$ cat config.mk
export PLATFORM = sky130hd
export DESIGN_NAME = sbd_regs
export DESIGN_NICKNAME = d
export VERILOG_FILES = /design/src/sbd_fault_latch.v /design/src/sbd_adc_hold.v /design/src/sbd_regs.v
export VERILOG_INCLUDE_DIRS = /design/src /design/src/src
export SDC_FILE = /design/constraint.sdc
export NUM_CORES = 1
export LEC_CHECK = 0
export BUFFER_PORTS_ARGS = -buffer_cell sky130_fd_sc_hd__buf_2
export CAP_MARGIN = 0
export CORE_MARGIN = 4
export CORE_UTILIZATION = 65
export DETAILED_ROUTE_END_ITERATION = 8
export PLACE_DENSITY = 0.89
export SLEW_MARGIN = 40
export SYNTH_ARGS = -nofsm -noshare
export SYNTH_HDL_FRONTEND = slang
export SYNTH_SLANG_ARGS = --single-unit
$ cat constraint.sdc
create_clock -name i_ref_clk -period 3.83 [get_ports i_ref_clk]
set_clock_uncertainty 0.05 [all_clocks]
set_input_delay 0.383 -clock i_ref_clk [delete_from_list [all_inputs] [get_ports i_ref_clk]]
set_output_delay 0.383 -clock i_ref_clk [all_outputs]
set_load 0.1 [all_outputs]
$ cat src/sbd_map.vh
// Purpose: Constants for the backlight dimming register bank
// Assumes: Included by every design file of the block
// Notes: Offsets are the command codes carried in the bus command byte
// What this block does
// - Bus modes read back last written brightness
// - Enhancement scaling never shows in brightness reads
// - Other modes read digitized brightness voltage
// - Digitized brightness excludes bottom offset
// - Brightness all ones gives maximum output
// - Brightness all zeros gives minimum output
// - Brightness resets to all ones
// - Ambient reading always returns raw sensor
// - Ambient reading ignores enhancement and limits
// - Writes to read-only registers change nothing
// - Command zero stores and returns brightness
// - Control register writable and readable
// - Low limit register writable and readable
// - High limit register writable and readable
// - Address 0x58 strap low, 0x5A high
// - Device is slave only, never initiates
// - Faults held in two-bit set/reset latch
// - Lamp status live, fault status latched until reset
// - ADC sample held during whole conversion
// - Limit registers clamp sensor dimming range
// - Mode chosen by control bits 3 to 1
// - Non-bus mode brightness writes leave output
// - Device never stretches the bus clock
// - Address strap sampled only at reset
`ifndef SBD_MAP_VH
`define SBD_MAP_VH

// ==========================================================
// Register command codes
`define SBD_REG_BRIGHT 8'h00
`define SBD_REG_CTRL 8'h01
`define SBD_REG_STAT 8'h02
`define SBD_REG_IDENT 8'h03
`define SBD_REG_AMB 8'h04
`define SBD_REG_AMB_LO 8'h05
`define SBD_REG_AMB_HI 8'h06

// ==========================================================
// Reset values
`define SBD_RST_BRIGHT 8'hFF
`define SBD_RST_CTRL 8'h00
`define SBD_RST_AMB_LO 8'h00
`define SBD_RST_AMB_HI 8'hFF

// ==========================================================
// Field layout
`define SBD_CTRL_MASK 8'h3F
`define SBD_MODE_LSB 1
`define SBD_MODE_MSB 3
`define SBD_ST_LAMP 3
`define SBD_ST_OVCUR 2
`define SBD_ST_OVTEMP 1
`define SBD_ST_ANY 0

// ==========================================================
// Dimming mode codes in control bits 3..1
`define SBD_MODE_BUS 3'h0
`define SBD_MODE_BUS_ENH 3'h1
`define SBD_MODE_PWM 3'h2
`define SBD_MODE_AMB 3'h3
`define SBD_MODE_AMB_ENH 3'h4

// ==========================================================
// Bus address, upper seven bits (0x58 / 0x5A as 8-bit)
`define SBD_ADDR_BASE 7'h2C
`define SBD_ADDR_STRAP_BIT 0

// ==========================================================
// Timing
`define SBD_CONV_CYCLES 8'h10

`endif

$ cat src/sbd_fault_latch.v
// Purpose: Two-bit set/reset latch for inverter faults
// Assumes: Fault inputs are already synchronised
// Notes: Cleared only by reset
`timescale 1ns/1ps
`default_nettype none
`include "sbd_map.vh"
module sbd_fault_latch (
  input wire i_ref_clk,
  input wire i_nrst,
  input wire i_ovcur,
  input wire i_ovtemp,
  output reg [1:0] o_latched
);
  // ========================================================
  // Latch
  always @(posedge i_ref_clk) begin
    if (!i_nrst) begin
      o_latched <= 2'h0;
    end else begin
      o_latched <= o_latched | {i_ovcur, i_ovtemp};
    end
  end
endmodule
`default_nettype wire

$ cat src/sbd_adc_hold.v
// Purpose: Track and hold with conversion timer around the ADC
// Assumes: Sample to be converted arrives on i_sample
// Notes: Sample is frozen for the whole conversion window
`timescale 1ns/1ps
`default_nettype none
`include "sbd_map.vh"
module sbd_adc_hold #(
  parameter [7:0] CONV_CYCLES = `SBD_CONV_CYCLES
) (
  input wire i_ref_clk,
  input wire i_nrst,
  input wire [7:0] i_sample,
  output reg [7:0] o_held,
  output reg [7:0] o_result
);
  reg [7:0] cnt_reg;
  // ========================================================
  // Hold and convert
  always @(posedge i_ref_clk) begin
    if (!i_nrst) begin
      cnt_reg <= 8'h00;
      o_held <= 8'h00;
      o_result <= 8'h00;
    end else if (cnt_reg == 8'h00) begin
      o_held <= i_sample;
      cnt_reg <= CONV_CYCLES;
    end else begin
      cnt_reg <= cnt_reg - 8'h01;
      // Result published only at end, held value untouched meanwhile
      if (cnt_reg == 8'h01) begin
        o_result <= o_held;
      end
    end
  end
endmodule
`default_nettype wire

$ cat src/sbd_regs.v
// Purpose: Bus slave register bank of a backlight dimming controller
// Assumes: Bus lines and analog digitized values come from outside
// Notes: Read Byte and Write Byte only; no clock stretching
`timescale 1ns/1ps
`default_nettype none
`include "sbd_map.vh"
module sbd_regs #(
  parameter [7:0] ID_VALUE = 8'hA5, // Arbitrary identification value
  parameter [7:0] CONV_CYCLES = `SBD_CONV_CYCLES
) (
  input wire i_ref_clk,
  input wire i_nrst,
  input wire i_scl,
  input wire i_sda,
  output wire o_sda,
  output wire o_sda_oe,
  output wire o_scl_oe,
  input wire i_address_strap_input,
  input wire [7:0] i_bright_volt,
  input wire [7:0] i_light_sensor_input,
  input wire i_lamp_on,
  input wire i_ovcur,
  input wire i_ovtemp,
  output reg [7:0] o_brightness_output,
  output reg [2:0] o_mode,
  output reg [7:0] o_amb_clamped,
  output reg o_enh_on
);
  // ========================================================
  // Input synchronisers
  reg [1:0] scl_s, sda_s, lamp_s, ovc_s, ovt_s, strap_s;
  always @(posedge i_ref_clk) begin
    if (!i_nrst) begin
      scl_s <= 2'h3;
      sda_s <= 2'h3;
      lamp_s <= 2'h0;
      ovc_s <= 2'h0;
      ovt_s <= 2'h0;
      strap_s <= 2'h0;
    end else begin
      scl_s <= {scl_s[0], i_scl};
      sda_s <= {sda_s[0], i_sda};
      lamp_s <= {lamp_s[0], i_lamp_on};
      ovc_s <= {ovc_s[0], i_ovcur};
      ovt_s <= {ovt_s[0], i_ovtemp};
      strap_s <= {strap_s[0], i_address_strap_input};
    end
  end

  // ========================================================
  // Address strap capture, once after reset release
  reg strap_done_reg;
  reg [1:0] strap_wait_reg;
  reg address_strap_bit_reg;
  always @(posedge i_ref_clk) begin
    if (!i_nrst) begin
      strap_done_reg <= 1'b0;
      strap_wait_reg <= 2'h0;
      address_strap_bit_reg <= 1'b0;
    end else if (!strap_done_reg) begin
      strap_wait_reg <= strap_wait_reg + 2'h1;
      // Wait for the synchroniser to fill before trusting the pin
      if (strap_wait_reg == 2'h2) begin
        address_strap_bit_reg <= strap_s[1];
        strap_done_reg <= 1'b1;
      end
    end
  end
  wire [6:0] my_addr = `SBD_ADDR_BASE |
    {6'h00, address_strap_bit_reg};

  // ========================================================
  // Line edge detection
  reg scl_d, sda_d;
  always @(posedge i_ref_clk) begin
    if (!i_nrst) begin
      scl_d <= 1'b1;
      sda_d <= 1'b1;
    end else begin
      scl_d <= scl_s[1];
      sda_d <= sda_s[1];
    end
  end
  wire scl_rise = scl_s[1] & ~scl_d;
  wire scl_fall = ~scl_s[1] & scl_d;
  wire start_cond = scl_s[1] & scl_d & sda_d & ~sda_s[1];
  wire stop_cond = scl_s[1] & scl_d & ~sda_d & sda_s[1];

  // ========================================================
  // Registers and status
  reg [7:0] bright_reg, ctrl_reg, lo_reg, hi_reg;
  wire [1:0] flt_latched;
  wire [7:0] amb_held, amb_conv;

  sbd_fault_latch u_flt (
    .i_ref_clk(i_ref_clk),
    .i_nrst(i_nrst),
    .i_ovcur(ovc_s[1]),
    .i_ovtemp(ovt_s[1]),
    .o_latched(flt_latched)
  );

  sbd_adc_hold #(.CONV_CYCLES(CONV_CYCLES)) u_adc (
    .i_ref_clk(i_ref_clk),
    .i_nrst(i_nrst),
    .i_sample(i_light_sensor_input),
    .o_held(amb_held),
    .o_result(amb_conv)
  );

  wire [2:0] mode = ctrl_reg[`SBD_MODE_MSB:`SBD_MODE_LSB];
  wire bus_mode = (mode == `SBD_MODE_BUS) ||
    (mode == `SBD_MODE_BUS_ENH);

  // Lamp bit tracks live state every cycle; fault bits stay latched until reset
  wire [7:0] status_val = {4'h0, lamp_s[1], flt_latched[1],
    flt_latched[0], |flt_latched};

  function [7:0] sbd_read;
    input [7:0] code;
    begin
      case (code)
        // Bus modes return the stored byte, never scaled
        // Other modes return digitized voltage, offset-free
        `SBD_REG_BRIGHT: sbd_read = bus_mode ? bright_reg : i_bright_volt;
        `SBD_REG_CTRL: sbd_read = ctrl_reg;
        `SBD_REG_STAT: sbd_read = status_val;
        `SBD_REG_IDENT: sbd_read = ID_VALUE;
        `SBD_REG_AMB: sbd_read = amb_conv;
        `SBD_REG_AMB_LO: sbd_read = lo_reg;
        `SBD_REG_AMB_HI: sbd_read = hi_reg;
        default: sbd_read = 8'h00;
      endcase
    end
  endfunction

  // ========================================================
  // Slave protocol engine
  localparam [5:0] ST_IDLE = 6'h01;
  localparam [5:0] ST_ADDR = 6'h02;
  localparam [5:0] ST_ACK = 6'h04;
  localparam [5:0] ST_RX = 6'h08;
  localparam [5:0] ST_TX = 6'h10;
  localparam [5:0] ST_MACK = 6'h20;

  reg [5:0] state_reg;
  reg [7:0] shift_reg;
  reg [3:0] bit_reg;
  reg [1:0] phase_reg; // 0 command, 1 data
  reg [7:0] cmd_reg;
  reg sda_drv_reg;
  reg ack_pend_reg;
  reg rd_reg;
  reg wr_req_reg;
  reg [7:0] wr_data_reg;
  wire [7:0] rd_val = sbd_read(cmd_reg);

  // Only SDA is ever driven, and only low; SCL never held
  assign o_sda = 1'b0;
  assign o_sda_oe = sda_drv_reg;
  assign o_scl_oe = 1'b0;

  always @(posedge i_ref_clk) begin
    if (!i_nrst) begin
      state_reg <= ST_IDLE;
      shift_reg <= 8'h00;
      bit_reg <= 4'h0;
      phase_reg <= 2'h0;
      cmd_reg <= 8'h00;
      sda_drv_reg <= 1'b0;
      ack_pend_reg <= 1'b0;
      rd_reg <= 1'b0;
      wr_req_reg <= 1'b0;
      wr_data_reg <= 8'h00;
    end else begin
      wr_req_reg <= 1'b0;
      if (start_cond) begin
        state_reg <= ST_ADDR;
        bit_reg <= 4'h0;
        sda_drv_reg <= 1'b0;
      end else if (stop_cond) begin
        state_reg <= ST_IDLE;
        sda_drv_reg <= 1'b0;
      end else begin
        case (state_reg)
          ST_IDLE: begin
            sda_drv_reg <= 1'b0;
          end
          ST_ADDR, ST_RX: begin
            if (scl_rise) begin
              shift_reg <= {shift_reg[6:0], sda_s[1]};
              bit_reg <= bit_reg + 4'h1;
            end else if (scl_fall && bit_reg == 4'h8) begin
              bit_reg <= 4'h0;
              if (state_reg == ST_ADDR) begin
                if (shift_reg[7:1] == my_addr) begin
                  sda_drv_reg <= 1'b1;
                  rd_reg <= shift_reg[0];
                  ack_pend_reg <= 1'b1;
                  state_reg <= ST_ACK;
                end else begin
                  state_reg <= ST_IDLE;
                end
              end else begin
                sda_drv_reg <= 1'b1;
                ack_pend_reg <= 1'b0;
                state_reg <= ST_ACK;
                if (phase_reg == 2'h0) begin
                  cmd_reg <= shift_reg;
                  phase_reg <= 2'h1;
                end else begin
                  wr_data_reg <= shift_reg;
                  wr_req_reg <= 1'b1;
                end
              end
            end
          end
          ST_ACK: begin
            if (scl_fall) begin
              if (ack_pend_reg && rd_reg) begin
                shift_reg <= rd_val;
                sda_drv_reg <= ~rd_val[7];
                bit_reg <= 4'h1;
                state_reg <= ST_TX;
              end else begin
                sda_drv_reg <= 1'b0;
                if (ack_pend_reg) begin
                  phase_reg <= 2'h0;
                end
                state_reg <= ST_RX;
              end
            end
          end
          ST_TX: begin
            if (scl_fall) begin
              if (bit_reg == 4'h8) begin
                sda_drv_reg <= 1'b0;
                state_reg <= ST_MACK;
              end else begin
                sda_drv_reg <= ~shift_reg[3'h7 - bit_reg[2:0]];
                bit_reg <= bit_reg + 4'h1;
              end
            end
          end
          ST_MACK: begin
            // Single byte only; master NACK then stop
            sda_drv_reg <= 1'b0;
          end
          default: begin
            state_reg <= ST_IDLE;
          end
        endcase
      end
    end
  end

  // ========================================================
  // Register writes
  always @(posedge i_ref_clk) begin
    if (!i_nrst) begin
      bright_reg <= `SBD_RST_BRIGHT;
      ctrl_reg <= `SBD_RST_CTRL;
      lo_reg <= `SBD_RST_AMB_LO;
      hi_reg <= `SBD_RST_AMB_HI;
    end else if (wr_req_reg) begin
      case (cmd_reg)
        `SBD_REG_BRIGHT: bright_reg <= wr_data_reg;
        `SBD_REG_CTRL: ctrl_reg <= wr_data_reg & `SBD_CTRL_MASK;
        `SBD_REG_AMB_LO: lo_reg <= wr_data_reg;
        `SBD_REG_AMB_HI: hi_reg <= wr_data_reg;
        // Status, identity, ambient reading ignore writes
        default: bright_reg <= bright_reg;
      endcase
    end
  end

  // ========================================================
  // Dimming outputs
  always @(posedge i_ref_clk) begin
    if (!i_nrst) begin
      o_brightness_output <= `SBD_RST_BRIGHT;
      o_mode <= `SBD_MODE_BUS;
      o_amb_clamped <= 8'h00;
      o_enh_on <= 1'b0;
    end else begin
      o_mode <= mode;
      o_enh_on <= (mode == `SBD_MODE_BUS_ENH) ||
        (mode == `SBD_MODE_AMB_ENH);
      // Code maps straight to level: FF max, 00 min
      if (bus_mode) begin
        o_brightness_output <= bright_reg;
      end
      if (amb_held < lo_reg) begin
        o_amb_clamped <= lo_reg;
      end else if (amb_held > hi_reg) begin
        o_amb_clamped <= hi_reg;
      end else begin
        o_amb_clamped <= amb_held;
      end
    end
  end
endmodule
`default_nettype wire

# Yosys cells after proc, flatten, opt, wreduce, memory -nomap -nowiden
# Cells that the tools add are included.
# word_totals
output_inout_bits,23
register_bits,134
in_bits,24
elab_cells,190
# classes
n_eq_ne,39
order_cmp,3
reduce_logical,34
addsub,4
mux,50
n_bitwise,25
# ops
op,count
one-hot mux 8 bit (7 select lines),1
two-way mux 8 bit,6
two-way mux 6 bit,6
AND reduction 6 bit,5
AND reduction 7 bit,4
"equality test 8 x 3 -> 1 bit, second input constant",3
two-way mux 4 bit,6
"inequality test 2 bit, second input constant",12
one-hot mux 6 bit (4 select lines),1
"inequality test 4 bit, second input constant",5
two-way mux 2 bit,9
inverter 1 bit,17
"equality test 8 x 1 -> 1 bit, second input constant",2
"equality test 8 x 2 -> 1 bit, second input constant",2
logical NOT 8 bit,2
one-hot mux 8 bit (2 select lines),1
two-way mux 1 bit,13
one-hot mux 4 bit (3 select lines),1
AND reduction 2 bit,6
two-way mux 5 bit,2
AND reduction 10 bit,1
OR reduction 2 bit,5
> comparator 8 bit,1
< comparator 8 bit,1
other kinds (34),43

# Longest topological paths before layout
# depth
depth_word,8
mapped_depth,8
ltp_nobuf,7

# By module
# From an unflattened synthesis, not the netlist that was laid out.
# hier_totals
hier_cells,719
area_unflattened_um2,6501.2
# modules_own_cells
module,cells_each,n_inst,area_each_um2,seq_area_each_um2
sbd_regs,615,1,5451.5,2142.1
sbd_adc_hold,100,1,994.7,480.5
sbd_fault_latch,4,1,55.1,40.0

# Worst setup path after synthesis
# OpenSTA, ideal clock, no wires.
# synth_path
kind,reg-to-reg
from,register state_reg[5]
to,register bit_reg[0]
synth_period_minus_slack_ps,2083
n_path_buf,1
setup_time_ps,134
setup_slack_ps,1747
required_ps,3646
arrival_ps,1899
path_stages_with_launch,7
path_cell_list,dfxtp_1 buf_2 or4_1 or3_1 a211o_1 a21oi_1 nor3_1
# synth_between
elab_chain_len,4
word_cells_on_any_way,13
cone_classes,eq/ne: 9; mux: 1; reduce/logical: 3
# synth_rtl
element,line_no,source
"start, declared",sbd_regs.v:146,reg [5:0] state_reg;
"start signal, assigned",sbd_regs.v:165,state_reg <= ST_IDLE;
"start signal, assigned",sbd_regs.v:178,state_reg <= ST_ADDR;
"start signal, assigned",sbd_regs.v:182,state_reg <= ST_IDLE;
equality test 6 x 2 -> 1 bit / equality test 6 x 4 -> 1 bit (equally long branches),sbd_regs.v:185,case (state_reg)
OR reduction 2 bit,sbd_regs.v:185,
inequality test 3 bit (no source line) / nonzero test 3 bit (equally long branches),-,
AND reduction 7 bit (no source line),-,
"end signal, assigned",sbd_regs.v:192,bit_reg <= bit_reg + 4'h1;
"end signal, assigned",sbd_regs.v:241,bit_reg <= bit_reg + 4'h1;
"end, declared",sbd_regs.v:148,reg [3:0] bit_reg;
# Parallel ways exist; a longest one is shown, timed or not.
# A chain may end at the register's enable or synchronous reset.

# Worst setup path in the final report
# layout_path
from,register state_reg[2]
to,register shift_reg[5]
# layout_between
elab_chain_len,4
word_cells_on_any_way,10
cone_classes,eq/ne: 6; mux: 1; reduce/logical: 3
# layout_rtl
element,line_no,source
equality test 6 x 2 -> 1 bit / equality test 6 x 4 -> 1 bit (equally long branches),sbd_regs.v:185,
OR reduction 2 bit,sbd_regs.v:185,
inequality test 2 bit (no source line) / nonzero test 2 bit (equally long branches),-,
AND reduction 6 bit (no source line),-,
"end signal, assigned",sbd_regs.v:191,"shift_reg <= {shift_reg[6:0], sda_s[1]};"
"end signal, assigned",sbd_regs.v:221,shift_reg <= rd_val;
"end, declared",sbd_regs.v:147,reg [7:0] shift_reg;
# Parallel ways exist; a longest one is shown, timed or not.

==> impl_metrics.xml <==
<?xml version="1.0" encoding="UTF-8"?>
<metrics>
  <group name="outcome">
    <metric name="run_status" unit="">finished clean</metric>
  </group>
  <group name="synthesis">
    <metric name="yosysTopAreaCellShare" unit="">0.412</metric>
    <metric name="proportion_of_synthesized_chip_area_in_sequential_cells" unit="">0.412</metric>
    <metric name="synth_warnings" unit="">0</metric>
    <metric name="mappedNetlistArea" unit="sq mm">0.00646</metric>
    <metric name="synth_enable_flop_cells" unit="">0</metric>
    <metric name="synth.largest_area_cell" unit="">sky130_fd_sc_hd__dfxtp_1</metric>
    <metric name="synthCells" unit="">721</metric>
    <metric name="yosysUniqueCellTypes" unit="">78</metric>
    <metric name="post_synth_main_area_contributors" unit="">sky130_fd_sc_hd__dfxtp_1, sky130_fd_sc_hd__mux2i_1, sky130_fd_sc_hd__nor2_1, sky130_fd_sc_hd__ha_1, sky130_fd_sc_hd__nand2_1</metric>
    <metric name="synth_area_per_cell" unit="sq um">8.96</metric>
    <metric name="synth.ff_latch_count" unit="">133</metric>
    <metric name="synthFlopType" unit="">sky130_fd_sc_hd__dfxtp_1</metric>
    <metric name="synth-async-reset-ratio" unit="">0</metric>
  </group>
  <group name="final_layout">
    <metric name="diode_count" unit="">0</metric>
    <metric name="mostFrequentLayoutCell" unit="">sky130_fd_sc_hd__dfxtp_1</metric>
    <metric name="finish.cell_count_without_fillers" unit="">892</metric>
    <metric name="area_of_all_placed_cells_without_fillers" unit="sq mm">0.00729</metric>
    <metric name="layout_common_cells" unit="">sky130_fd_sc_hd__dfxtp_1, sky130_fd_sc_hd__nor2_1, sky130_fd_sc_hd__mux2i_1, sky130_fd_sc_hd__nand2_1, sky130_fd_sc_hd__buf_2</metric>
    <metric name="n_fill_cell" unit="">656</metric>
    <metric name="fin_nets" unit="">793</metric>
    <metric name="share_of_final_layout_standard_cells_stronger_than_drive_strength_1" unit="">0.130</metric>
    <metric name="area_taken_by_multi_input_logic_gates" unit="sq mm">0.00351</metric>
    <metric name="area.growth.synth_to_final" unit="%">12.8</metric>
    <metric name="layout.area.seq" unit="sq mm">0.00266</metric>
  </group>
  <group name="clocking">
    <metric name="worst_skew_pair.late_latency" unit="ns">0.54</metric>
    <metric name="ctsHtreeMaxLevel" unit="">4</metric>
    <metric name="cts_inserted_buffers" unit="">17</metric>
    <metric name="postCtsResizedCells" unit="">0</metric>
    <metric name="tritoncts" unit="">yes</metric>
    <metric name="clk_transition_reported_paths" unit="ns">0.06</metric>
    <metric name="clock-sinks" unit="">133</metric>
    <metric name="clock_tree.buffer_depth" unit="">2</metric>
    <metric name="cts_root_buffer" unit="">sky130_fd_sc_hd__clkbuf_8</metric>
  </group>
  <group name="route">
    <metric name="detailroute.via_count" unit="">5613</metric>
    <metric name="post_drt_wl_per_cell" unit="microns">18.6</metric>
    <metric name="remaining_drc_errors" unit="">0</metric>
    <metric name="antenna_violating_nets_post_route" unit="">0</metric>
    <metric name="drt-total-wl" unit="microns">16600</metric>
    <metric name="dr.first_iter.drc_count" unit="">434</metric>
    <metric name="vias_per_instance" unit="">6.29</metric>
    <metric name="firstDrtPassIters" unit="">5</metric>
  </group>
  <group name="global_routing">
    <metric name="grt_overflow" unit="">0</metric>
    <metric name="grt_first_pass_wirelength" unit="microns">27100</metric>
    <metric name="grt_max_degree" unit="">45</metric>
    <metric name="first_global_vias" unit="">5550</metric>
    <metric name="grt_use_total" unit="">0.300</metric>
    <metric name="antenna_found_initial" unit="">0</metric>
  </group>
  <group name="placement">
    <metric name="post_dp_cell_area" unit="sq mm">0.00670</metric>
    <metric name="dp.final_hpwl" unit="microns">11400</metric>
    <metric name="port-buffer-count" unit="">44</metric>
    <metric name="place_ws" unit="ns">1.44</metric>
    <metric name="post-place-cells" unit="">858</metric>
    <metric name="globalplace.congestion" unit="">0.952</metric>
  </group>
  <group name="floorplanning">
    <metric name="core_area" unit="sq mm">0.00973</metric>
    <metric name="die_w" unit="microns">108</metric>
    <metric name="row_count" unit="">36</metric>
    <metric name="start_util" unit="">0.664</metric>
    <metric name="number_of_ports_placed_on_the_die_boundary" unit="">47</metric>
    <metric name="die_height" unit="microns">108</metric>
    <metric name="fp.dieArea" unit="sq mm">0.0116</metric>
  </group>
  <group name="power_and_ir_drop">
    <metric name="p_per_area" unit="mW/mm^2">568</metric>
    <metric name="p_leak" unit="nW">3.25</metric>
    <metric name="finalPower" unit="mW">4.14</metric>
    <metric name="vdd.ir_drop.worst" unit="uV">454</metric>
  </group>
  <group name="setup_path">
    <metric name="r2r_setup_slack" unit="ns">1.34</metric>
    <metric name="endpoint_kind" unit="">register</metric>
    <metric name="timing.critical_path.required" unit="ns">4.18</metric>
    <metric name="setup.worst_path.start_class" unit="">register</metric>
    <metric name="critical_path.reg2reg.startpoint" unit="">state_reg[2]</metric>
    <metric name="timing.reg2reg.worst_path_depth" unit="">5</metric>
    <metric name="rr_endpoint" unit="">shift_reg[5]</metric>
    <metric name="timing.setup.critical_path_class" unit="">reg2reg</metric>
    <metric name="worst-path-max-fanout" unit="">17</metric>
    <metric name="cp_data_arrival_time" unit="ns">2.83</metric>
  </group>
  <group name="min_path">
    <metric name="hold_path.class" unit="">in2reg</metric>
    <metric name="hold_path_end" unit="">ovt_s[0]</metric>
    <metric name="min_path_cells" unit="">2</metric>
    <metric name="hold_path.startpoint" unit="">i_ovtemp</metric>
  </group>
  <group name="timing">
    <metric name="rsz0062_at_grt" unit="">false</metric>
    <metric name="fmax" unit="GHz">0.402</metric>
    <metric name="setup_viol" unit="">0</metric>
    <metric name="timing.final.hold_violations" unit="">0</metric>
    <metric name="tns" unit="ns">0</metric>
    <metric name="final.min_clock_period" unit="ns">2.49</metric>
    <metric name="tightestPinTransition" unit="ns">0.859</metric>
    <metric name="final.period_utilization" unit="">0.649</metric>
    <metric name="final_report_max_slew_violation_count" unit="">0</metric>
    <metric name="final.setup.worst_slack" unit="ns">1.34</metric>
    <metric name="relSlewSlack" unit="">0.427</metric>
  </group>
  <group name="flow_run">
    <metric name="maxCapViolCount" unit="">0</metric>
  </group>
</metrics>
[power breakdown]
| group | switching (mW) | leakage, nW | total, mW | internal [mW] |
|---|---|---|---|---|
| sequential | 0.104 | 1.08 | 1.60 | 1.50 |
| combinational | 0.634 | 1.90 | 0.994 | 0.360 |
| clock | 0.595 | 0.262 | 1.54 | 0.948 |
| total | 1.33 | 3.25 | 4.14 | 2.81 |
[per-layer routing]
metal  track usage  wire, microns  vias up
met3        0.0564           1090       88
met2         0.508           8240      256
met5             0              0        -
met1         0.347           6350     2638
met4         0.189            910        0
li1              -              -     2631
[critical path: stages (launching register included)]
cell and delay (ns):
sky130_fd_sc_hd__dfxtp_1 0.46, sky130_fd_sc_hd__nor3b_1 0.34, sky130_fd_sc_hd__nand2_1 0.44, sky130_fd_sc_hd__a22oi_2 0.51, sky130_fd_sc_hd__and2_1 0.38, sky130_fd_sc_hd__a311oi_1 0.15
[kinds of logic after synthesis]
group / Yosys count / synth area share
AOI/OAI and AO/OA: 135 / 0.154
adders and majority gates: 21 / 0.0407
DFF: 133 / 0.412
buffers and inverters: 73 / 0.0459
and+or+nand+nor: 268 / 0.205
xor gates and xnor gates: 13 / 0.0176
muxes: 77 / 0.124
other: 1 / 0.000580
[cell type report]
type                       instances  share of cell area
multi-input combinational        516               0.481
sequential                       133               0.365
clock buffer                      21              0.0616
timing repair buffer              53              0.0408
tap                              133              0.0228
clock inverter                     9              0.0144
inverter                          27              0.0139
[how the worst max path moves through the flow]
stage | from | to | slack (ns) | depth (start not counted)
finish | state_reg[2] | shift_reg[5] | 1.34 | 5
CTS | state_reg[2] | shift_reg[1] | 1.39 | 5
detailed placement | state_reg[2] | shift_reg[1] | 1.44 | 5
global route | state_reg[2] | shift_reg[5] | 1.10 | 5
floorplan | state_reg[5] | bit_reg[0] | 1.75 | 6
global placement | state_reg[2] | shift_reg[4] | 1.52 | 5
[metrics by stage]
stage | hold slack [ns] | utilization
3_5_place_dp | 0.355 | 0.688
4_1_cts | 0.00388 | 0.749
5_1_grt | 0.0150 | 0.749
2_1_floorplan | 0.336 | -
6_report | 0.0133 | 0.749
3_3_place_gp | 0.349 | 0.688
[Yosys cell counts, drive strengths merged, types with 3 or more instances]
library cell	instances
dfxtp	133
nor2	81
mux2i	71
nand2	62
a21oi	38
nand3	35
clkbuf	31
inv	27
a211oi	24
ha	21
and2	15
buf	15
o21ai	13
nor3	12
nor2b	10
nand2b	9
a311oi	8
nand3b	8
xnor2	8
nand4	6
a21o	5
or4	5
xor2	5
a21boi	4
a22oi	4
and3	4
mux2	4
o211ai	4
o2bb2ai	4
or3b	4
a211o	3
a41oi	3
and4b	3
nor4	3
o22ai	3
o31ai	3
or2	3
or3	3
[repair_timing]
action / CTS / global route
hold buffers: 4 / 0
hold endpoints to repair: 4 / 0
buffers inserted: 0 / 0
Note: power is estimated with default switching activity, not from simulation.
